===== config.mk =====
export PLATFORM = sky130hd
export DESIGN_NAME = can_control_status_regs
export DESIGN_NICKNAME = d
export VERILOG_FILES = /design/src/core/can_csr_pkg.sv /design/src/core/can_csr_if.sv /design/src/core/bus_idle_detect.sv /design/src/core/err_level_judge.sv /design/src/core/can_control_status_regs.sv
export SDC_FILE = /design/constraint.sdc
export NUM_CORES = 1
export LEC_CHECK = 0
export ABC_AREA = 1
export BUFFER_PORTS_ARGS = -buffer_cell sky130_fd_sc_hd__buf_4
export CORE_MARGIN = 2
export CORE_UTILIZATION = 40
export CTS_CLUSTER_DIAMETER = 80
export DETAILED_ROUTE_END_ITERATION = 10
export GPL_TIMING_DRIVEN = 0
export PLACE_DENSITY = 0.65
export SETUP_SLACK_MARGIN = 0.4
export SKIP_CTS_REPAIR_TIMING = 1
export SKIP_LAST_GASP = 1
export SYNTH_ARGS = -nofsm -noshare
export SYNTH_HDL_FRONTEND = slang
export SYNTH_SLANG_ARGS = --single-unit

===== constraint.sdc =====
create_clock -name pclk -period 2.2 [get_ports pclk]
set_input_delay 0.11 -clock pclk [delete_from_list [all_inputs] [get_ports pclk]]
set_output_delay 0.11 -clock pclk [all_outputs]
set_load 0.02 [all_outputs]

===== src/core/can_csr_pkg.sv =====
// Constants for the CAN control and status register block.
// Assumes APB word access; register index times four is the byte address.
package can_csr_pkg;
   // Register indices (byte address is index * 4)
   localparam logic [7:0] IDX_CONTROL = 8'h00;
   localparam logic [7:0] IDX_STATUS = 8'h01;
   localparam logic [7:0] IDX_CPU_IF = 8'h02;
   localparam logic [7:0] IDX_INTREG = 8'h5F;
   localparam int N_CFG = 6;
   localparam logic [7:0] CFG_IDX [0:N_CFG-1] = '{8'h1F, 8'h2F, 8'h3F, 8'h4F, 8'h9F, 8'hAF};
   localparam int ADDR_W = 10;
   // Control field positions
   localparam int CTL_INIT = 0;
   localparam int CTL_IE = 1;
   localparam int CTL_SIE = 2;
   localparam int CTL_EIE = 3;
   localparam int CTL_CCE = 6;
   // Status field positions
   localparam int ST_LEC_LO = 0;
   localparam int ST_TX_SUCCESS_FLAG = 3;
   localparam int ST_RX_SUCCESS_FLAG = 4;
   localparam int ST_WAKE = 5;
   localparam int ST_WARN = 6;
   localparam int ST_BUS_OFF_FLAG = 7;
   // Power control field positions
   localparam int CPU_SLEEP = 3;
   localparam int CPU_PD = 4;
   // Reset values and the status-change interrupt code
   localparam logic [7:0] CONTROL_RESET = 8'h01;
   localparam logic [7:0] CFG_RESET = 8'h00;
   localparam logic [7:0] INT_STATUS_CHANGE = 8'h01;
   // Counts
   localparam int IDLE_BITS = 11;
   localparam int RECOVERY_IDLES = 128;
   localparam int CNT_W = 9;
   localparam int BUS_OFF_LIMIT = 256;
   localparam int WARN_LIMIT = 96;
   // Last error codes
   typedef enum logic [2:0] {
      LEC_NONE = 3'h0, LEC_STUFF = 3'h1, LEC_FORM = 3'h2, LEC_ACK = 3'h3,
      LEC_BIT1 = 3'h4, LEC_BIT0 = 3'h5, LEC_CRC = 3'h6, LEC_UNUSED = 3'h7
   } lec_e;
   // Bus participation states, one-hot
   typedef enum logic [3:0] {
      S_INIT = 4'b0001, S_SYNC = 4'b0010, S_ACTIVE = 4'b0100, S_RECOVER = 4'b1000
   } bus_state_e;
endpackage


===== src/core/can_csr_if.sv =====
// Internal carriers between the register block and its helpers.
// Assumes one clock; all signals are on pclk.
`timescale 1ns/1ps
`default_nettype none
// Bus idle detection: bit strobe and sampled level in, idle pulse out
interface idle_if;
   logic bit_tick;
   logic rx_recessive;
   logic idle_pulse;
   modport owner (output bit_tick, output rx_recessive, input idle_pulse);
   modport detector (input bit_tick, input rx_recessive, output idle_pulse);
endinterface
// Error counter levels: counters in, threshold flags out
interface level_if;
   logic [8:0] tx_cnt;
   logic [8:0] rx_cnt;
   logic bus_off_hit;
   logic warn_level;
   modport owner (output tx_cnt, output rx_cnt, input bus_off_hit, input warn_level);
   modport judge (input tx_cnt, input rx_cnt, output bus_off_hit, output warn_level);
endinterface
`default_nettype wire


===== src/core/bus_idle_detect.sv =====
// Counts consecutive recessive bits and pulses once per eleven.
// Assumes bit_tick is a one-cycle sample-point strobe on pclk.
`timescale 1ns/1ps
`default_nettype none
module bus_idle_detect
   import can_csr_pkg::*;
(
   input wire logic pclk,
   input wire logic presetn,
   idle_if.detector idl
);
   logic [3:0] run_ff; // Recessive bits seen in a row
   logic pulse_ff;
   wire last_bit = (run_ff == 4'(IDLE_BITS - 1));

   ////////////////////////////////////////////////////////////////////////
   // Dominant bit restarts the run; a full run pulses and starts over
   always_ff @(posedge pclk or negedge presetn) begin
      if (!presetn) begin
         run_ff <= 4'h0;
         pulse_ff <= 1'b0;
      end else begin
         pulse_ff <= idl.bit_tick & idl.rx_recessive & last_bit;
         if (idl.bit_tick) begin
            run_ff <= (!idl.rx_recessive || last_bit) ? 4'h0 : run_ff + 4'h1;
         end
      end
   end
   assign idl.idle_pulse = pulse_ff;
endmodule
`default_nettype wire


===== src/core/err_level_judge.sv =====
// Compares the two error counters against the warning and bus-off limits.
// Assumes the counters are kept by the protocol engine on pclk.
`timescale 1ns/1ps
`default_nettype none
module err_level_judge
   import can_csr_pkg::*;
(
   input wire logic pclk,
   input wire logic presetn,
   level_if.judge lvl
);
   localparam logic [CNT_W-1:0] OFF_LIM = CNT_W'(BUS_OFF_LIMIT);
   localparam logic [CNT_W-1:0] WARN_LIM = CNT_W'(WARN_LIMIT);
   logic off_ff;
   logic warn_ff;

   ////////////////////////////////////////////////////////////////////////
   // Registered so the flags move one cycle after the counters
   always_ff @(posedge pclk or negedge presetn) begin
      if (!presetn) begin
         off_ff <= 1'b0;
         warn_ff <= 1'b0;
      end else begin
         off_ff <= (lvl.tx_cnt >= OFF_LIM) | (lvl.rx_cnt >= OFF_LIM);
         warn_ff <= (lvl.tx_cnt >= WARN_LIM) | (lvl.rx_cnt >= WARN_LIM);
      end
   end
   assign lvl.bus_off_hit = off_ff;
   assign lvl.warn_level = warn_ff;
endmodule
`default_nettype wire


===== src/core/can_control_status_regs.sv =====
// Control, status and interrupt register logic of a CAN controller.
// Assumes an APB master on pclk and a protocol engine that obeys
// frame_enable and reports events as one-cycle pulses on pclk.
// Functional notes
// Control reads 01H after hardware reset
// Config writes only while unlock bit set
// Software relocks config after initialization
// Bus-off or warning change raises error interrupt
// Status-change interrupt on wake, ok, error code
// Status and object interrupts both raised
// Output quiet without global enable; register updates
// Enabling with pending value asserts output at once
// Reset or bus-off sets initialization hold
// Initialization hold stops frames, outputs recessive
// Frame in progress completes despite hold
// Reserved control bits read zero, written zero
// Bus-off at 256 errors; no traffic
// Recovery clears counters, waits 128 idles
// Warning at 96 errors, may interrupt
// Wake zero in sleep, set on exit
// Status read clears wake flag
// Receive success set per clean frame
// Transmit success set when sent and acknowledged
// Error code first per frame, cleared after clean
// Error codes one through six by type
// No bit errors in arbitration; recovery writes five
// Wait one bus idle before bus activity
// Status read removes pending status-change value
//
// Decided for this implementation: the APB register port.
`timescale 1ns/1ps
`default_nettype none
module can_control_status_regs
   import can_csr_pkg::*;
(
   input wire logic pclk,
   input wire logic presetn,
   input wire logic psel,
   input wire logic penable,
   input wire logic pwrite,
   input wire logic [can_csr_pkg::ADDR_W-1:0] paddr,
   input wire logic [31:0] pwdata,
   output logic [31:0] prdata,
   output logic pready,
   output logic pslverr,
   input wire logic can_rx,
   input wire logic bit_tick,
   input wire logic core_tx_bit,
   input wire logic frame_active,
   input wire logic frame_sof,
   input wire logic rx_frame_ok,
   input wire logic tx_frame_ok,
   input wire logic err_valid,
   input wire logic [2:0] err_code,
   input wire logic err_in_arb,
   input wire logic [8:0] tx_err_cnt,
   input wire logic [8:0] rx_err_cnt,
   input wire logic [7:0] msg_irq_code,
   output logic tx_out_a,
   output logic tx_out_b,
   output logic frame_enable,
   output logic err_cnt_clear,
   output logic irq_out,
   output logic sleep_mode,
   output logic power_down_request,
   output logic [8*can_csr_pkg::N_CFG-1:0] cfg_out
);
   import can_csr_pkg::*;

   ////////////////////////////////////////////////////////////////////////
   // Declarations
   logic rx_meta_ff, rx_sync_ff; // Pin synchroniser
   logic [7:0] ctl_ff; // Control bits as stored
   logic [7:0] cfg_ff [0:N_CFG-1]; // Configuration words
   logic sleep_ff, pd_ff; // Low power requests
   logic wake_ff, rx_success_flag_ff, tx_success_flag_ff;
   logic [2:0] lec_ff;
   logic err_seen_ff; // First error of this frame already logged
   logic bus_off_ff, warn_prev_ff, bus_off_flag_prev_ff;
   logic status_pend_ff; // Status-change interrupt source pending
   logic [7:0] rec_cnt_ff; // Idle periods seen during recovery
   bus_state_e state_ff, nxt_state;
   logic tx_a_ff, tx_b_ff, fen_ff, clr_ff, irq_ff;
   logic [31:0] rdata_ff;
   logic ready_ff, slverr_ff;
   idle_if idl ();
   level_if lvl ();

   ////////////////////////////////////////////////////////////////////////
   // Helpers
   bus_idle_detect u_idle (
      .pclk(pclk),
      .presetn(presetn),
      .idl(idl)
   );
   err_level_judge u_level (
      .pclk(pclk),
      .presetn(presetn),
      .lvl(lvl)
   );
   assign idl.bit_tick = bit_tick;
   assign idl.rx_recessive = rx_sync_ff;
   assign lvl.tx_cnt = tx_err_cnt;
   assign lvl.rx_cnt = rx_err_cnt;

   ////////////////////////////////////////////////////////////////////////
   // APB decode
   wire aligned = (paddr[1:0] == 2'b00);
   wire [7:0] idx = paddr[9:2];
   wire setup = psel & ~penable;
   wire done = psel & penable & ready_ff; // Completing edge
   wire wr = done & pwrite;
   wire rd = done & ~pwrite;
   wire hit_ctl = aligned & (idx == IDX_CONTROL);
   wire hit_st = aligned & (idx == IDX_STATUS);
   wire hit_cpu = aligned & (idx == IDX_CPU_IF);
   wire hit_int = aligned & (idx == IDX_INTREG);
   logic [N_CFG-1:0] hit_cfg;
   wire cce = ctl_ff[CTL_CCE];
   wire init_bit = ctl_ff[CTL_INIT];
   wire [7:0] wbyte = pwdata[7:0];
   wire st_rd = rd & hit_st;
   wire wr_ctl = wr & hit_ctl;
   wire wr_st = wr & hit_st;
   wire wr_cpu = wr & hit_cpu;

   // Per-register decode and storage for the locked configuration words
   genvar gi;
   generate
      for (gi = 0; gi < N_CFG; gi = gi + 1) begin : g_cfg
         assign hit_cfg[gi] = aligned & (idx == CFG_IDX[gi]);
         assign cfg_out[8*gi +: 8] = cfg_ff[gi];
         // Unlock gates writes
         always_ff @(posedge pclk or negedge presetn) begin
            if (!presetn) begin
               cfg_ff[gi] <= CFG_RESET;
            end else if (wr & hit_cfg[gi] & cce) begin
               cfg_ff[gi] <= wbyte;
            end
         end
      end
   endgenerate

   wire hit_any = hit_ctl | hit_st | hit_cpu | hit_int | (|hit_cfg);

   ////////////////////////////////////////////////////////////////////////
   // Event decode from the protocol engine and helpers
   wire idle = idl.idle_pulse;
   wire st_init = (state_ff == S_INIT);
   wire st_act = (state_ff == S_ACTIVE);
   wire st_rec = (state_ff == S_RECOVER);
   // Bus-off entry at counter limit
   wire bus_off_flag_enter = lvl.bus_off_hit & ~bus_off_ff & ~st_rec;
   wire rec_done = st_rec & idle & (rec_cnt_ff == 8'(RECOVERY_IDLES - 1));
   // Bit errors ignored in arbitration
   wire bit_err = (err_code == LEC_BIT1) | (err_code == LEC_BIT0);
   wire err_take = err_valid & ~err_seen_ff & ~(err_in_arb & bit_err);
   wire lec_rec = st_rec & idle;
   wire lec_load = err_take | lec_rec;
   // Wake sources
   wire bus_act = sleep_ff & ~rx_sync_ff;
   wire sleep_off = wr_cpu & sleep_ff & ~wbyte[CPU_SLEEP];
   wire pd_off = wr_cpu & pd_ff & ~wbyte[CPU_PD];
   wire wake_set = bus_act | sleep_off | pd_off;
   // Error flag changes
   wire err_chg = (bus_off_ff != bus_off_flag_prev_ff) | (lvl.warn_level != warn_prev_ff);
   // Status-change sources
   wire sc_evt = wake_set | rx_frame_ok | tx_frame_ok | lec_load;
   wire pend_set = (ctl_ff[CTL_SIE] & sc_evt) | (ctl_ff[CTL_EIE] & err_chg);
   // Interrupt register value independent of global enable
   wire [7:0] int_val = status_pend_ff ? INT_STATUS_CHANGE : msg_irq_code;
   wire drive = ~bus_off_ff & (st_act | frame_active);

   ////////////////////////////////////////////////////////////////////////
   // Read data multiplexer
   wire [7:0] st_val = {bus_off_ff, lvl.warn_level, wake_ff, rx_success_flag_ff, tx_success_flag_ff, lec_ff};
   wire [7:0] cpu_val = {3'b000, pd_ff, sleep_ff, 3'b000};
   logic [7:0] cfg_rd;
   always_comb begin
      cfg_rd = 8'h00;
      for (int i = 0; i < N_CFG; i++) begin
         if (hit_cfg[i]) begin
            cfg_rd = cfg_ff[i];
         end
      end
   end
   // Reserved control bits stored as zero
   wire [7:0] rd_byte = hit_ctl ? ctl_ff :
                        hit_st ? st_val :
                        hit_cpu ? cpu_val :
                        hit_int ? int_val : cfg_rd;

   ////////////////////////////////////////////////////////////////////////
   // Bus participation state machine
   always_comb begin
      nxt_state = state_ff;
      unique case (state_ff)
         S_INIT: begin
            // Recovery only after bus-off; otherwise plain resync
            if (!init_bit) begin
               nxt_state = bus_off_ff ? S_RECOVER : S_SYNC;
            end
         end
         S_SYNC: begin
            // One bus idle before joining
            if (init_bit) begin
               nxt_state = S_INIT;
            end else if (idle) begin
               nxt_state = S_ACTIVE;
            end
         end
         S_ACTIVE: begin
            if (init_bit) begin
               nxt_state = S_INIT;
            end
         end
         S_RECOVER: begin
            // Setting hold again cannot hasten recovery
            if (init_bit) begin
               nxt_state = S_INIT;
            end else if (rec_done) begin
               nxt_state = S_ACTIVE;
            end
         end
         default: nxt_state = S_INIT;
      endcase
      if (bus_off_flag_enter) begin
         nxt_state = S_INIT;
      end
   end

   ////////////////////////////////////////////////////////////////////////
   // Pin synchroniser; only the second stage is read
   always_ff @(posedge pclk or negedge presetn) begin
      if (!presetn) begin
         rx_meta_ff <= 1'b1;
         rx_sync_ff <= 1'b1;
      end else begin
         rx_meta_ff <= can_rx;
         rx_sync_ff <= rx_meta_ff;
      end
   end

   ////////////////////////////////////////////////////////////////////////
   // Control register and state
   always_ff @(posedge pclk or negedge presetn) begin
      if (!presetn) begin
         // Hold set, enables clear
         ctl_ff <= CONTROL_RESET;
         state_ff <= S_INIT;
      end else begin
         state_ff <= nxt_state;
         if (wr_ctl) begin
            // Reserved bits forced to zero
            ctl_ff <= wbyte & 8'h4F;
         end
         if (bus_off_flag_enter) begin
            // Bus-off sets hold
            ctl_ff[CTL_INIT] <= 1'b1;
         end
      end
   end

   ////////////////////////////////////////////////////////////////////////
   // Bus-off flag and recovery counting
   always_ff @(posedge pclk or negedge presetn) begin
      if (!presetn) begin
         bus_off_ff <= 1'b0;
         rec_cnt_ff <= 8'h00;
         clr_ff <= 1'b0;
      end else begin
         // Counters cleared on entering recovery
         clr_ff <= st_init & ~init_bit & bus_off_ff;
         if (bus_off_flag_enter) begin
            bus_off_ff <= 1'b1;
         end else if (rec_done) begin
            bus_off_ff <= 1'b0;
         end
         // Count idle periods
         if (!st_rec) begin
            rec_cnt_ff <= 8'h00;
         end else if (idle) begin
            rec_cnt_ff <= rec_cnt_ff + 8'h01;
         end
      end
   end

   ////////////////////////////////////////////////////////////////////////
   // Low power requests and wake flag
   always_ff @(posedge pclk or negedge presetn) begin
      if (!presetn) begin
         sleep_ff <= 1'b0;
         pd_ff <= 1'b0;
         wake_ff <= 1'b0;
      end else begin
         if (wr_cpu) begin
            sleep_ff <= wbyte[CPU_SLEEP];
            pd_ff <= wbyte[CPU_PD];
         end else if (bus_act) begin
            // Bus activity ends sleep
            sleep_ff <= 1'b0;
         end
         // Cleared in sleep, set on exit; read clears, set wins
         if (wake_set) begin
            wake_ff <= 1'b1;
         end else if (st_rd | sleep_ff) begin
            wake_ff <= 1'b0;
         end
      end
   end

   ////////////////////////////////////////////////////////////////////////
   // Success flags and last error code
   always_ff @(posedge pclk or negedge presetn) begin
      if (!presetn) begin
         rx_success_flag_ff <= 1'b0;
         tx_success_flag_ff <= 1'b0;
         lec_ff <= LEC_NONE;
         err_seen_ff <= 1'b0;
      end else begin
         // Host write loads the written bit, hardware set wins
         rx_success_flag_ff <= rx_frame_ok | (wr_st ? wbyte[ST_RX_SUCCESS_FLAG] : rx_success_flag_ff);
         tx_success_flag_ff <= tx_frame_ok | (wr_st ? wbyte[ST_TX_SUCCESS_FLAG] : tx_success_flag_ff);
         // First error per frame, cleared by a clean frame
         if (frame_sof) begin
            err_seen_ff <= 1'b0;
         end else if (err_take) begin
            err_seen_ff <= 1'b1;
         end
         if (lec_rec) begin
            // Recessive run during recovery
            lec_ff <= LEC_BIT0;
         end else if (err_take) begin
            // Code passed through by type
            lec_ff <= err_code;
         end else if (rx_frame_ok | tx_frame_ok) begin
            lec_ff <= LEC_NONE;
         end else if (wr_st) begin
            lec_ff <= wbyte[ST_LEC_LO +: 3];
         end
      end
   end

   ////////////////////////////////////////////////////////////////////////
   // Interrupt pending and output
   always_ff @(posedge pclk or negedge presetn) begin
      if (!presetn) begin
         status_pend_ff <= 1'b0;
         bus_off_flag_prev_ff <= 1'b0;
         warn_prev_ff <= 1'b0;
         irq_ff <= 1'b0;
      end else begin
         bus_off_flag_prev_ff <= bus_off_ff;
         warn_prev_ff <= lvl.warn_level;
         // Status read removes pending value; new event wins
         if (pend_set) begin
            status_pend_ff <= 1'b1;
         end else if (st_rd) begin
            status_pend_ff <= 1'b0;
         end
         // Any nonzero source under global enable
         irq_ff <= ctl_ff[CTL_IE] & (int_val != 8'h00);
      end
   end

   ////////////////////////////////////////////////////////////////////////
   // Transmit outputs and frame start permission
   always_ff @(posedge pclk or negedge presetn) begin
      if (!presetn) begin
         tx_a_ff <= 1'b1;
         tx_b_ff <= 1'b0;
         fen_ff <= 1'b0;
      end else begin
         // Recessive unless joined or finishing a frame
         tx_a_ff <= drive ? core_tx_bit : 1'b1;
         tx_b_ff <= drive ? ~core_tx_bit : 1'b0;
         // No new frame while bus-off or held
         fen_ff <= (nxt_state == S_ACTIVE) & ~bus_off_ff & ~bus_off_flag_enter;
      end
   end

   ////////////////////////////////////////////////////////////////////////
   // APB answer: no wait state, data captured in the setup cycle
   always_ff @(posedge pclk or negedge presetn) begin
      if (!presetn) begin
         rdata_ff <= 32'h0000_0000;
         ready_ff <= 1'b0;
         slverr_ff <= 1'b0;
      end else begin
         ready_ff <= setup;
         if (setup) begin
            rdata_ff <= hit_any ? {24'h00_0000, rd_byte} : 32'h0000_0000;
            slverr_ff <= ~hit_any;
         end else if (done) begin
            slverr_ff <= 1'b0;
         end
      end
   end

   assign prdata = rdata_ff;
   assign pready = ready_ff;
   assign pslverr = slverr_ff;
   assign tx_out_a = tx_a_ff;
   assign tx_out_b = tx_b_ff;
   assign frame_enable = fen_ff;
   assign err_cnt_clear = clr_ff;
   assign irq_out = irq_ff;
   assign sleep_mode = sleep_ff;
   assign power_down_request = pd_ff;
endmodule
`default_nettype wire


After elaboration in Yosys (flattened, before gate mapping)
Cells that the tools add are included.
{"block": "word_totals", "reg_bits": 126, "out_inout_bits": 89, "input_bits": 85}
{"block": "op_classes", "n_mux": 46, "n_eq_ne": 21, "n_addsub": 2, "n_bitwise": 86, "magnitude_cmp": 4, "reduce_logical": 14}
{"op": "two-way mux 8 bit", "count": 14}
{"op": "AND 1 bit", "count": 53}
{"op": "two-way mux 4 bit", "count": 9}
{"op": "equality test 8 x 7 -> 1 bit, second input constant", "count": 3}
{"op": "OR 1 bit", "count": 20}
{"op": "greater-or-equal comparator 9 x 7 -> 1 bit, second input constant", "count": 2}
{"op": "greater-or-equal comparator 9 bit, second input constant", "count": 2}
{"op": "two-way mux 1 bit", "count": 18}
{"op": "equality test 8 x 6 -> 1 bit, second input constant", "count": 2}
{"op": "equality test 8 bit, second input constant", "count": 2}
{"op": "one-hot mux 4 bit (4 select lines)", "count": 1}
{"op": "nonzero test 2 bit", "count": 7}
{"op": "NOT 1 bit", "count": 13}
{"op": "two-way mux 3 bit", "count": 4}
{"op": "adder 8 x 1 -> 8 bit, second input constant", "count": 1}
{"op": "equality test 4 x 3 -> 1 bit, second input constant", "count": 2}
{"op": "equality test 4 bit, second input constant", "count": 2}
{"op": "equality test 8 x 1 -> 1 bit, second input constant", "count": 1}
{"op": "equality test 8 x 2 -> 1 bit, second input constant", "count": 1}
{"op": "equality test 8 x 5 -> 1 bit, second input constant", "count": 1}
{"op": "zero test 8 bit", "count": 1}
{"op": "nonzero test 8 bit", "count": 1}
{"op": "equality test 3 bit, second input constant", "count": 2}
{"op": "OR reduction 6 bit", "count": 1}
{"op": "other kinds (9)", "count": 10}

Longest topological paths before layout
Gate-level depths: netlist (run 1).
{"block": "depth", "ltp_word": 14, "mapped_depth": 14, "ltp_nobuf": 14}

Modules after synthesis
From an unflattened synthesis (run 1), not the netlist that was laid out.
{"block": "hier_totals", "hier_cells": 681, "hier_area_um2": 5313.8}
{"mod": "can_control_status_regs", "instances": 1, "area_each_um2": 4947.2, "cells_each": 633}
{"mod": "bus_idle_detect", "instances": 1, "area_each_um2": 269.0, "cells_each": 34}
{"mod": "err_level_judge", "instances": 1, "area_each_um2": 97.6, "cells_each": 14}

Worst setup path before layout (run 1)
OpenSTA, ideal clock, no wires.
{"block": "synth_timing", "path_kind": "reg-to-reg", "start": "register ready_ff, in the netlist pready", "end": "register cfg_ff (netlist bit cfg_out[6])", "t_arrival_ps": 1500, "stages_incl_launch_ff": 9, "setup_ps": 130, "synth_period_minus_slack_ps": 1630, "path_buffers": 1, "slack_ps": 570, "cell_sequence": "dfrtp_1 > inv_1 > nor3_2 > nand2_1 > nor2_4 > nand4_2 > clkbuf_1 > nand2_1 > o21ai_1"}
{"block": "synth_via", "elab_chain_cells": 4}
{"element": "start: declaration", "line": "can_control_status_regs.sv:85", "source": "logic ready_ff, slverr_ff;"}
{"element": "start signal: assignment", "line": "can_control_status_regs.sv:390", "source": "ready_ff <= setup;"}
{"element": "AND 1 bit", "line": "can_control_status_regs.sv:111", "source": "wire done = psel & penable & ready_ff;"}
{"element": "AND 1 bit", "line": "can_control_status_regs.sv:112", "source": "wire wr = done & pwrite;"}
{"element": "AND 1 bit (2 in a row)", "line": "can_control_status_regs.sv:137", "source": "end else if (wr & hit_cfg[gi] & cce) begin"}
{"element": "end signal: indexed assignment", "line": "can_control_status_regs.sv:138", "source": "cfg_ff[gi] <= wbyte;"}
{"element": "end: declaration", "line": "can_control_status_regs.sv:74", "source": "logic [7:0] cfg_ff [0:N_CFG-1];"}
Every way passes these cells.
A chain may end at the register's enable or synchronous reset.

Worst setup path in the final report (run 1)
{"block": "layout_timing", "start": "register ready_ff, in the netlist pready", "end": "register cfg_ff (netlist bit cfg_out[21])"}
The elaborated chain is that of the path after synthesis.

==> results of run 1 <==
layout by cell type (no fill, tap or decap), types with 16 or more instances in the layout:
| cell | netlist | layout |
|---|---|---|
| conb_1 | 1 | 24 |
| buf_4 | 26 | 150 |
| o21ai_0 | 61 | 58 |
| inv_1 | 80 | 78 |
| dfrtp_1 | 97 | 97 |
| nor2_1 | 45 | 44 |
| nand2_1 | 171 | 165 |
| nand4_1 | 16 | 16 |
| nand3_1 | 32 | 31 |
| a21oi_1 | 31 | 31 |
| o21ai_1 | 14 | 17 |
final timing paths:
check                                      from                         end  slack [ns]  cells past startpoint
max                            pready$_DFF_PN0_     cfg_out[21]$_DFFE_PN0P_        0.51                      9
min                                   pwdata[6]       ctl_ff[6]$_DFFE_PN0P_      -0.009                      3
max reg2reg                    pready$_DFF_PN0_     cfg_out[21]$_DFFE_PN0P_        0.51                      9
min reg2reg                rx_meta_ff$_DFF_PN1_  idl.rx_recessive$_DFF_PN1_        0.36                      0
max in group asynchronous               presetn      cfg_out[2]$_DFFE_PN0P_        1.13                      2
min in group asynchronous               presetn     cfg_out[13]$_DFFE_PN0P_        0.41                      2
metal layers:
metal  part of all wire  vias up  routed length, um  global-route usage
met1               0.46     2421               7232              0.3214
met5                  0        -                  0                   0
met4              0.013        0                202             0.05147
li1                   -     2491                  -                   -
met2               0.46      193               7093              0.3329
met3              0.068       17               1060             0.03945
sequential cells by signal, indices dropped and copies added (netlist names), 3 cells and up:
register       cells
rec_cnt_ff         8
ctl_ff             5
prdata             8
state_ff           4
u_idle.run_ff      4
lec_ff             3
cfg_out           48
stage by stage:
step / setup WS, ns / area (um2) / instances / total power [mW]
2_1_floorplan: 0.5696 / 5435 / 695 / 2.159
3_3_place_gp: 0.3079 / 6519 / 986 / 2.328
3_5_place_dp: 0.2658 / 6519 / 986 / 2.341
4_1_cts: 0.2373 / 6810 / 1002 / 3.924
5_1_grt: 0.3425 / 7062 / 1021 / 4.064
6_report: 0.5086 / 7062 / 1021 / 3.919
worst max-delay path, cell delays in order (launching register included):
cell and delay [ns]:
dfrtp_1 0.35, inv_1 0.06, nor3_4 0.21, nand2_2 0.14
nor2_4 0.18, buf_12 0.14, nand2_2 0.11, buf_2 0.23
nand2_1 0.08, o21ai_0 0.07
report_power, final:
| part | internal (mW) | switching (mW) |
|---|---|---|
| clock | 0.886 | 0.707 |
| sequential | 1.91 | 0.0293 |
| combinational | 0.157 | 0.230 |
| total | 2.95 | 0.966 |
logic make-up after synthesis:
group,after synthesis,synth area share
compound gates,124,0.1256
xor+xnor,4,0.006551
fa+ha+maj,3,0.007018
buf+inv,118,0.1029
flops,102,0.4784
other cells,1,0.0007011
simple gates,320,0.2788
layout make-up:
class | count | area [um2]
Buffer | 33 | 244.0
Clock buffer | 11 | 232.7
Clock inverter | 5 | 58.81
Fill cell | 1262 | 6076
Inverter | 85 | 319.1
Multi-Input combinational cell | 475 | 2379
Sequential cell | 102 | 2559
Tap cell | 176 | 220.2
Timing Repair Buffer | 134 | 1050
==> summary.md, run 1 <==
| Metric | Value |
|---|---|
| Status | complete, but fails checks |
| Failing checks | negative hold slack |
| Congestion Overflow GR | 0 |
| H-tree levels | 3 |
| DR pass1 iterations | 7 |
| Final setup vio count | 0 |
| WP data arrival | between 1.5 and 2 ns |
| Power per cell area | ~550 nW/um2 |
| Final max-slew violation count | 0 |
| Via Count | 5122 |
| Peak VDD IR | approximately 0.46 mV |
| Area delta synth->final | 32.02% |
| Residual DRC | 0 |
| DR WL/cell | between 15 and 20 um |
| Req. time, crit path | approximately 2.4 ns |
| Leakage | around 3.6 nW |
| Total number of yosys warnings | 0 |
| Sequential element share of the synthesized area | 0.4784 |
| Final TNS setup | 0 ns |
| Post-synth EDFFs | 0 |
| Layout cells sized above 1 | 0.2639 |
| CTS max path bufs | 2 |
| # rows | 42 |
| Final Hold Slack | -0.008959 ns |
| Initial antenna violation count | 0 |
| Final ANT Viol Nets | 0 |
| CTS Root Buffer Type | clkbuf_16 |
| Number of distinct library cells after synthesis | 46 |
| Clock-pin slew on the worst setup and hold paths | 0.07 ns |
| IO Port Bufs | between 100 and 150 |
| WS Path Type | reg2reg |
| RePlAce Congestion | roughly 0.88 |
| CTS buffer count | 9 |
| Final WL | around 16000 um |
| Max-cap violations | 0 |
| FFs w/ async S/R, synth | 1.000 |
| Core ar. | 13140 um2 |
| Finished Core Util | 0.5375 |
| Starting Density | 0.4071 |
| Die area | 14310 um2 |
| Largest cells by area after synthesis | dfrtp_1, nand2_1, o21ai_0, inv_1, buf_4 |
| # IOs | between 150 and 200 |
| GRT Util Overall | 0.2176 |
| Die H | ~120 um |
| Tcrit/Tclk final | 0.7688 |
| Vias in the first global route | slightly below 5k |
| Die Wd | roughly 120 um |
| Synth Instances | roughly 670 |
| Synth top area share | 0.4538 |
| Synth cell count leaders | nand2_1, dfrtp_1, inv_1 |
| Via/cell ratio | between 5 and 6 |
| RSZ-0062 raised after global routing | yes |
| Slew HR | 0.3813 |
| Clk Latency, worst-skew pair | about 0.34 ns |
| Crit. End Element | register |
| TritonCTS clock tree | done |
| Antenna diode count | 0 |
| Synthesized area | roughly 5300 um2 |
| Most common cell in the synthesized netlist | nand2_1 |
| Hold Violations, Final | 2 |
| Clock Skew | 0.008485 ns |
| F_max | around 0.59 GHz |
| Area leader, netlist | dfrtp_1 |
| Post-DP HPWL | 11800 um |
| Startpoint Class | register |
| HP Class | in2reg |
| CTS sink cnt | between 100 and 150 |
| Nets | between 900 and 1k |
| Final min period | between 1.5 and 2 ns |
| Syn Area/Cell | around 8.0 um2 |
| Worst-margin pin slew | roughly 0.93 ns |
| Largest net degree at the start of global routing | 103 |
| FF+latch count, synth | a little over 100 |
| 1st-iter DRT viols | between 300 and 400 |
| Ys flop type | dfrtp_1 |
| Global-route wire length before repair | between 20000 and 25000 um |
| CP Max Fanout | 10 |
No activity file was read; power rests on OpenSTA's default activity.
==> run 2, diff against run 1 <==
PLACE_DENSITY = 0.68   (was 0.65)
clock period = 1.5 ns   (was 2.2 ns; I/O delays follow)
==> run 2 against run 1 <==
Against the previous run: the run ends with negative setup slack left; sequential cell count stayed put; critical path type unchanged; first-iteration DRC count is 25% higher; maximum frequency is 3.5% lower; power is 50% higher; critical endpoint is now lec_ff[1]$_DFFE_PN0P_; global-route usage is 0.68 points lower; critical path depth is 1 higher; highest routed layer unchanged; design area is 13% higher; sequential share of layout area is 4.1 points lower; clock skew is 0.0011 ns lower; via count is 3.1% higher.
==> summary.md, run 2 (synthesis results as in run 1) <==
| Metric | Value |
|---|---|
| Status | complete, but fails checks (unchanged) |
| Failing checks | negative setup slack (was negative hold slack) |
| Starting Density | 0.4071 (unchanged) |
| Initial antenna violation count | 0 (unchanged) |
| Final setup vio count | 60 (was 0) |
| CTS max path bufs | 2 (unchanged) |
| DR pass1 iterations | 5 (was 7) |
| Startpoint Class | register (unchanged) |
| Commonest non-fill, non-tap cell in the layout | buf_4 (was nand2_1) |
| TritonCTS clock tree | done (unchanged) |
| Die H | 119.6 um (unchanged) |
| CTS sink cnt | 102 (unchanged) |
| Hold Violations, Final | 0 (was 2) |
| Clock Skew | 0.007361 ns (was 0.008485 ns) |
| Final ANT Viol Nets | 0 (unchanged) |
| DR WL/cell | 15.45 um (was 15.27 um) |
| Crit. End Element | register (unchanged) |
| # IOs | 174 (unchanged) |
| WP data arrival | 1.98 ns (was 1.91 ns) |
| Req. time, crit path | 1.73 ns (was 2.42 ns) |
| # rows | 42 (unchanged) |
| Layout cells sized above 1 | 0.3895 (was 0.2639) |
| Final WL | 16290 um (was 15590 um) |
| Tcrit/Tclk final | 1.168 (was 0.7688) |
| Peak VDD IR | 0.4953 mV (was 0.4594 mV) |
| Residual DRC | 0 (unchanged) |
| Global-route wire length before repair | 23870 um (was 24830 um) |
| Antenna diode count | 0 (unchanged) |
| Final worst slack | -0.2527 ns (was 0.5086 ns) |
| Die Wd | 119.6 um (unchanged) |
| Congestion Overflow GR | 0 (unchanged) |
| CTS buffer count | 9 (unchanged) |
| Finished Core Util | 0.6061 (was 0.5375) |
| Met1 Usage GRT | 0.3055 (was 0.3214) |
| HP Class | in2reg (unchanged) |
| Die area | 14310 um2 (unchanged) |
| Gr busiest metal | met2 (unchanged) |
| Leakage | 3.978 nW (was 3.609 nW) |
| GRT Util Overall | 0.2108 (was 0.2176) |
| CTS Root Buffer Type | clkbuf_16 (unchanged) |
| Placement Setup Slack | -0.3000 ns (was 0.2658 ns) |
| Clock-pin slew on the worst setup and hold paths | 0.07 ns (about the same) |
| H-tree levels | 3 (unchanged) |
| Via Count | 5280 (was 5122) |
| Clk Latency, worst-skew pair | 0.35 ns (was 0.34 ns) |
| Max-cap violations | 0 (unchanged) |
| Nets | 961 (was 928) |
| Final min period | 1.753 ns (was 1.691 ns) |
| Tot Pwr | 5.892 mW (was 3.919 mW) |
| IO Port Bufs | 115 (unchanged) |
| Vias in the first global route | 4623 (was 4802) |
| Commonest non-fill, non-tap cells in the layout | buf_4, nand2_1, dfrtp_1 (was nand2_1, buf_4, dfrtp_1) |
| WS Path Type | reg2reg (unchanged) |
| Final Non-Filler Cells | 1054 (was 1021) |
| Reg2reg setup slack | -0.25 ns (was 0.51 ns) |
| Max reg flops | 48 (unchanged) |
| Core ar. | 13140 um2 (unchanged) |
| Met2 usage | 0.3282 (was 0.3329) |
| Via/cell ratio | 5.009 (was 5.017) |
| RSZ-0062 raised after global routing | yes (unchanged) |
| Power per cell area | 739.9 nW/um2 (was 554.9 nW/um2) |
| Dpl cells | 986 (unchanged) |
| Largest net degree at the start of global routing | 103 (unchanged) |
| Post-DP HPWL | 11380 um (was 11800 um) |
| RePlAce Congestion | 0.8512 (was 0.8756) |
| 1st-iter DRT viols | 457 (was 365) |
| Met3 Resource Use GR | 0.04135 (was 0.03945) |
| Final Hold Slack | 0.008907 ns (was -0.008959 ns) |
| Placed Area | 6628 um2 (was 6519 um2) |
| CP Max Fanout | 4 (was 10) |
| Final TNS setup | -8.049 ns (was 0 ns) |
| Final max-slew violation count | 0 (unchanged) |
| Final Cell Area | 7963 um2 (was 7062 um2) |
| Area delta synth->final | 48.87% (was 32.02%) |
| F_max | 0.5705 GHz (was 0.5912 GHz) |
run 2: changes by cell type in the layout (fill, tap and decap cells not counted), sizes merged:
cell,change
buf,+24
clkinvlp,-2
clkinv,+3
inv,+1
dlygate4sd3,+7
run 2: critical path, cell delays in order (launching register included):
cell and delay, ns:
dfrtp_1 0.42, nor2_4 0.13, inv_2 0.06, nor3_4 0.26, inv_2 0.11, nor2_4 0.16, buf_6 0.15, nor3_4 0.05
buf_4 0.13, a21boi_2 0.10, a21oi_1 0.06
run 2: area by class of cell:
cell class	count	area, um2
sequential	102	2562
buffer	33	296.5
timing repair buffer	167	1400
clock inverter	7	71.32
multi-input combinational	475	2860
clock buffer	9	225.2
tap	176	220.2
fill	1163	5175
inverter	85	326.6
run 2: worst paths after layout:
path / from / to / cells past startpoint
max: state_ff[1]$_DFF_PN0_ / lec_ff[1]$_DFFE_PN0P_ / 10
min: pwdata[0] / ctl_ff[0]$_DFFE_PN1P_ / 3
max reg2reg: state_ff[1]$_DFF_PN0_ / lec_ff[1]$_DFFE_PN0P_ / 10
min reg2reg: rx_meta_ff$_DFF_PN1_ / idl.rx_recessive$_DFF_PN1_ / 0
max in group asynchronous: presetn / pready$_DFF_PN0_ / 3
min in group asynchronous: presetn / cfg_out[13]$_DFFE_PN0P_ / 2
run 2: power by group:
group	total [mW]	internal, mW	switching (mW)	leakage (nW)
clock network	2.38	1.30	1.08	0.150
logic	0.659	0.278	0.380	2.51
registers	2.85	2.80	0.0483	1.32
total	5.89	4.38	1.51	3.98
run 2: routing by layer:
layer	up-vias	routed length [um]
met3	21	1141
met1	2495	7355
li1	2569	-
met5	-	0
met4	0	267
met2	195	7525
==> run 3, diff against run 2 <==
==> constraint.sdc (replaced) <==
create_clock -name pclk -period 1.5 [get_ports pclk]
set_input_delay 0.075 -clock pclk [delete_from_list [all_inputs] [get_ports pclk]]
set_output_delay 0.075 -clock pclk [all_outputs]
set_load 0.01 [all_outputs]
==> run 3 against run 2 <==
Against the previous run: the run ends with negative hold slack, negative setup slack left; critical path type unchanged; non-clock buffer count is 32 higher; clock skew is 0.0015 ns higher; highest routed layer unchanged; sequential power hardly changed; combinational power is 5.6% higher; core utilization rose by 5.4 points; sequential cell count unchanged; die area unchanged; first-iteration DRC count grew 4.2%; wire length rose by 14%; design area rose by 8.8%.
==> summary.md, run 3 (synthesis results as in run 1) <==
| Metric | Value |
|---|---|
| Status | complete, but fails checks (unchanged) |
| Crit-path cells | inv_2 -> nor3_4 -> nand2_2 -> nor2_4 -> buf_12 -> buf_12 -> nand2_8 -> buf_8 -> nand2_2 -> o21ai_1 (was nor2_4 -> inv_2 -> nor3_4 -> inv_2 -> nor2_4 -> buf_6 -> nor3_4 -> buf_4 -> a21boi_2 -> a21oi_1) |
| Starting Density | 0.4071 (unchanged) |
| Die Wd | 119.6 um (unchanged) |
| Failing checks | negative hold slack, negative setup slack (was negative setup slack) |
| Residual DRC | 0 (unchanged) |
| Final worst slack | -0.2498 ns (was -0.2527 ns) |
| CTS sink cnt | 102 (unchanged) |
| Global-route wire length before repair | 24180 um (was 23870 um) |
| Nets | 997 (was 961) |
| Commonest non-fill, non-tap cells in the layout | buf_4, nand2_1, dfrtp_1 (unchanged) |
| Die H | 119.6 um (unchanged) |
| IO Port Bufs | 115 (unchanged) |
| Crit path launch | pready$_DFF_PN0_ (was state_ff[1]$_DFF_PN0_) |
| Final min period | 1.750 ns (was 1.753 ns) |
| Max reg flops | 48 (unchanged) |
| Final WL | 18540 um (was 16290 um) |
| # IOs | 174 (unchanged) |
| Area delta synth->final | 62.04% (was 48.87%) |
| Startpoint Class | register (unchanged) |
| Finished Core Util | 0.6597 (was 0.6061) |
| Top delay family on crit path | simple AND/OR/NAND/NOR gates (unchanged) |
| Clock network power share | 0.425 (was 0.405) |
| Tot Pwr | 6.156 mW (was 5.892 mW) |
| Tcrit/Tclk final | 1.167 (was 1.168) |
| Initial antenna violation count | 0 (unchanged) |
| Reg2reg setup slack | -0.25 ns (about the same) |
| HP Class | in2async (was in2reg) |
| Hold Violations, Final | 98 (was 0) |
| Final Hold Slack | -0.1952 ns (was 0.008907 ns) |
| Int Pwr | 4.622 mW (was 4.380 mW) |
| Final ANT Viol Nets | 0 (unchanged) |
| CP bufs+invs | 4 (unchanged) |
| Final Cell Area | 8667 um2 (was 7963 um2) |
| CTS Root Buffer Type | clkbuf_16 (unchanged) |
| Core ar. | 13140 um2 (unchanged) |
| Switching Share | 0.2492 (was 0.2565) |
| Largest net degree at the start of global routing | 103 (unchanged) |
| CTS max path bufs | 2 (unchanged) |
| Placed Area | 6684 um2 (was 6628 um2) |
| Via Count | 5688 (was 5280) |
| Crit. End Element | register (unchanged) |
| Commonest non-fill, non-tap cell in the layout | buf_4 (unchanged) |
| 1st-iter DRT viols | 476 (was 457) |
| H-tree levels | 3 (unchanged) |
| DR WL/cell | 17.01 um (was 15.45 um) |
| TritonCTS clock tree | done (unchanged) |
| # rows | 42 (unchanged) |
| DR pass1 iterations | 5 (unchanged) |
| Worst-margin pin slew | 0.9313 ns |
| Leakage | 4.233 nW (was 3.978 nW) |
| Vias in the first global route | 4589 (was 4623) |
| Reg2Reg Depth | 10 (unchanged) |
| Max stage delay cell, worst path | dfrtp_1 (unchanged) |
| Congestion Overflow GR | 0 (unchanged) |
| Slew HR | 0.3792 |
| GRT Util Overall | 0.2155 (was 0.2108) |
| CTS buffer count | 9 (unchanged) |
| RSZ-0062 raised after global routing | yes (unchanged) |
| Clock-pin slew on the worst setup and hold paths | 0.08 ns (was 0.07 ns) |
| RR Startpoint | pready$_DFF_PN0_ (was state_ff[1]$_DFF_PN0_) |
| Power per cell area | 710.3 nW/um2 (was 739.9 nW/um2) |
| WS Path Type | reg2reg (unchanged) |
| Final setup vio count | 60 (unchanged) |
| CP Max Fanout | 8 (was 4) |
| Flop pwr share | 0.462 (was 0.483) |
| Via/cell ratio | 5.218 (was 5.009) |
| Layout cells sized above 1 | 0.4650 (was 0.3895) |
| Worst R2R End | cfg_out[39]$_DFFE_PN0P_ (was lec_ff[1]$_DFFE_PN0P_) |
| Final max-slew violation count | 0 (unchanged) |
| WP data arrival | 1.98 ns (about the same) |
| Antenna diode count | 0 (unchanged) |
| Die area | 14310 um2 (unchanged) |
| Crit-path max cell delay | 0.36 ns (was 0.42 ns) |
| Clk Latency, worst-skew pair | 0.36 ns (was 0.35 ns) |
| Peak VDD IR | 0.5656 mV (was 0.4953 mV) |
| Sw Pwr | 1.534 mW (was 1.511 mW) |
| RePlAce Congestion | 0.8871 (was 0.8512) |
| F_max | 0.5715 GHz (was 0.5705 GHz) |
| Post-DP HPWL | 11530 um (was 11380 um) |
| Req. time, crit path | 1.73 ns (about the same) |
| Max-cap violations | 0 (unchanged) |
| Comb power frac | 0.113 (was 0.112) |
| Clock Skew | 0.008899 ns (was 0.007361 ns) |
==> run 3: per-stage QoR <==
stage	setup TNS [ns]	setup slack, ns	cells	hold WS, ns
final	-7.645	-0.2498	1090	-0.1952
after global routing	-12.74	-0.3183	1090	-0.1018
after CTS	-8.905	-0.2442	1002	-0.1766
after detailed placement	-9.955	-0.2805	986	0.1857
after global placement	-8.079	-0.2558	986	0.1857
after floorplan	0	0.01187	695	-0.2206
==> run 3: power by group through the flow <==
stage	Clock [mW]	Sequential (mW)	Combinational, mW
floorplan	0	2.89	0.259
global placement	0	2.89	0.505
detailed placement	0	2.89	0.512
CTS	2.60	2.84	0.513
global route	2.70	2.85	0.756
finish	2.61	2.85	0.696
==> run 3: worst max-delay path by stage <==
stage,end,cells after the start
floorplan,cfg_out[7]$_DFFE_PN0P_,8
global placement,prdata[1]$_DFFE_PN0P_,12
detailed placement,prdata[1]$_DFFE_PN0P_,12
CTS,lec_ff[1]$_DFFE_PN0P_,9
global route,cfg_out[39]$_DFFE_PN0P_,10
finish,cfg_out[39]$_DFFE_PN0P_,10
==> run 3: final cells by class <==
cell class | instances | area (um2)
clock buffer | 11 | 242.7
clock inverter | 5 | 82.58
buffer | 33 | 304.0
timing repair inverter | 1 | 6.256
timing repair buffer | 199 | 1757
tap | 176 | 220.2
inverter | 85 | 339.1
fill | 1008 | 4471
sequential | 102 | 2560
multi-input combinational | 478 | 3156
==> run 3: worst register-to-register path, cell delays in order, from the launching register on <==
cell and delay [ns]:
dfrtp_1 0.36, inv_2 0.05, nor3_4 0.21, nand2_2 0.14
nor2_4 0.22, buf_12 0.19, buf_12 0.12, nand2_8 0.07
buf_8 0.15, nand2_2 0.06, o21ai_1 0.06
==> run 3: metal layers <==
layer  track usage  routed length, um  vias up  share of wire
met4       0.05809                411        0          0.022
met1        0.3280               7995     2706           0.43
met5             0                  0        -              0
met3       0.03897               1675       30          0.090
met2        0.3146               8458      310           0.46
li1              -                  -     2642              -
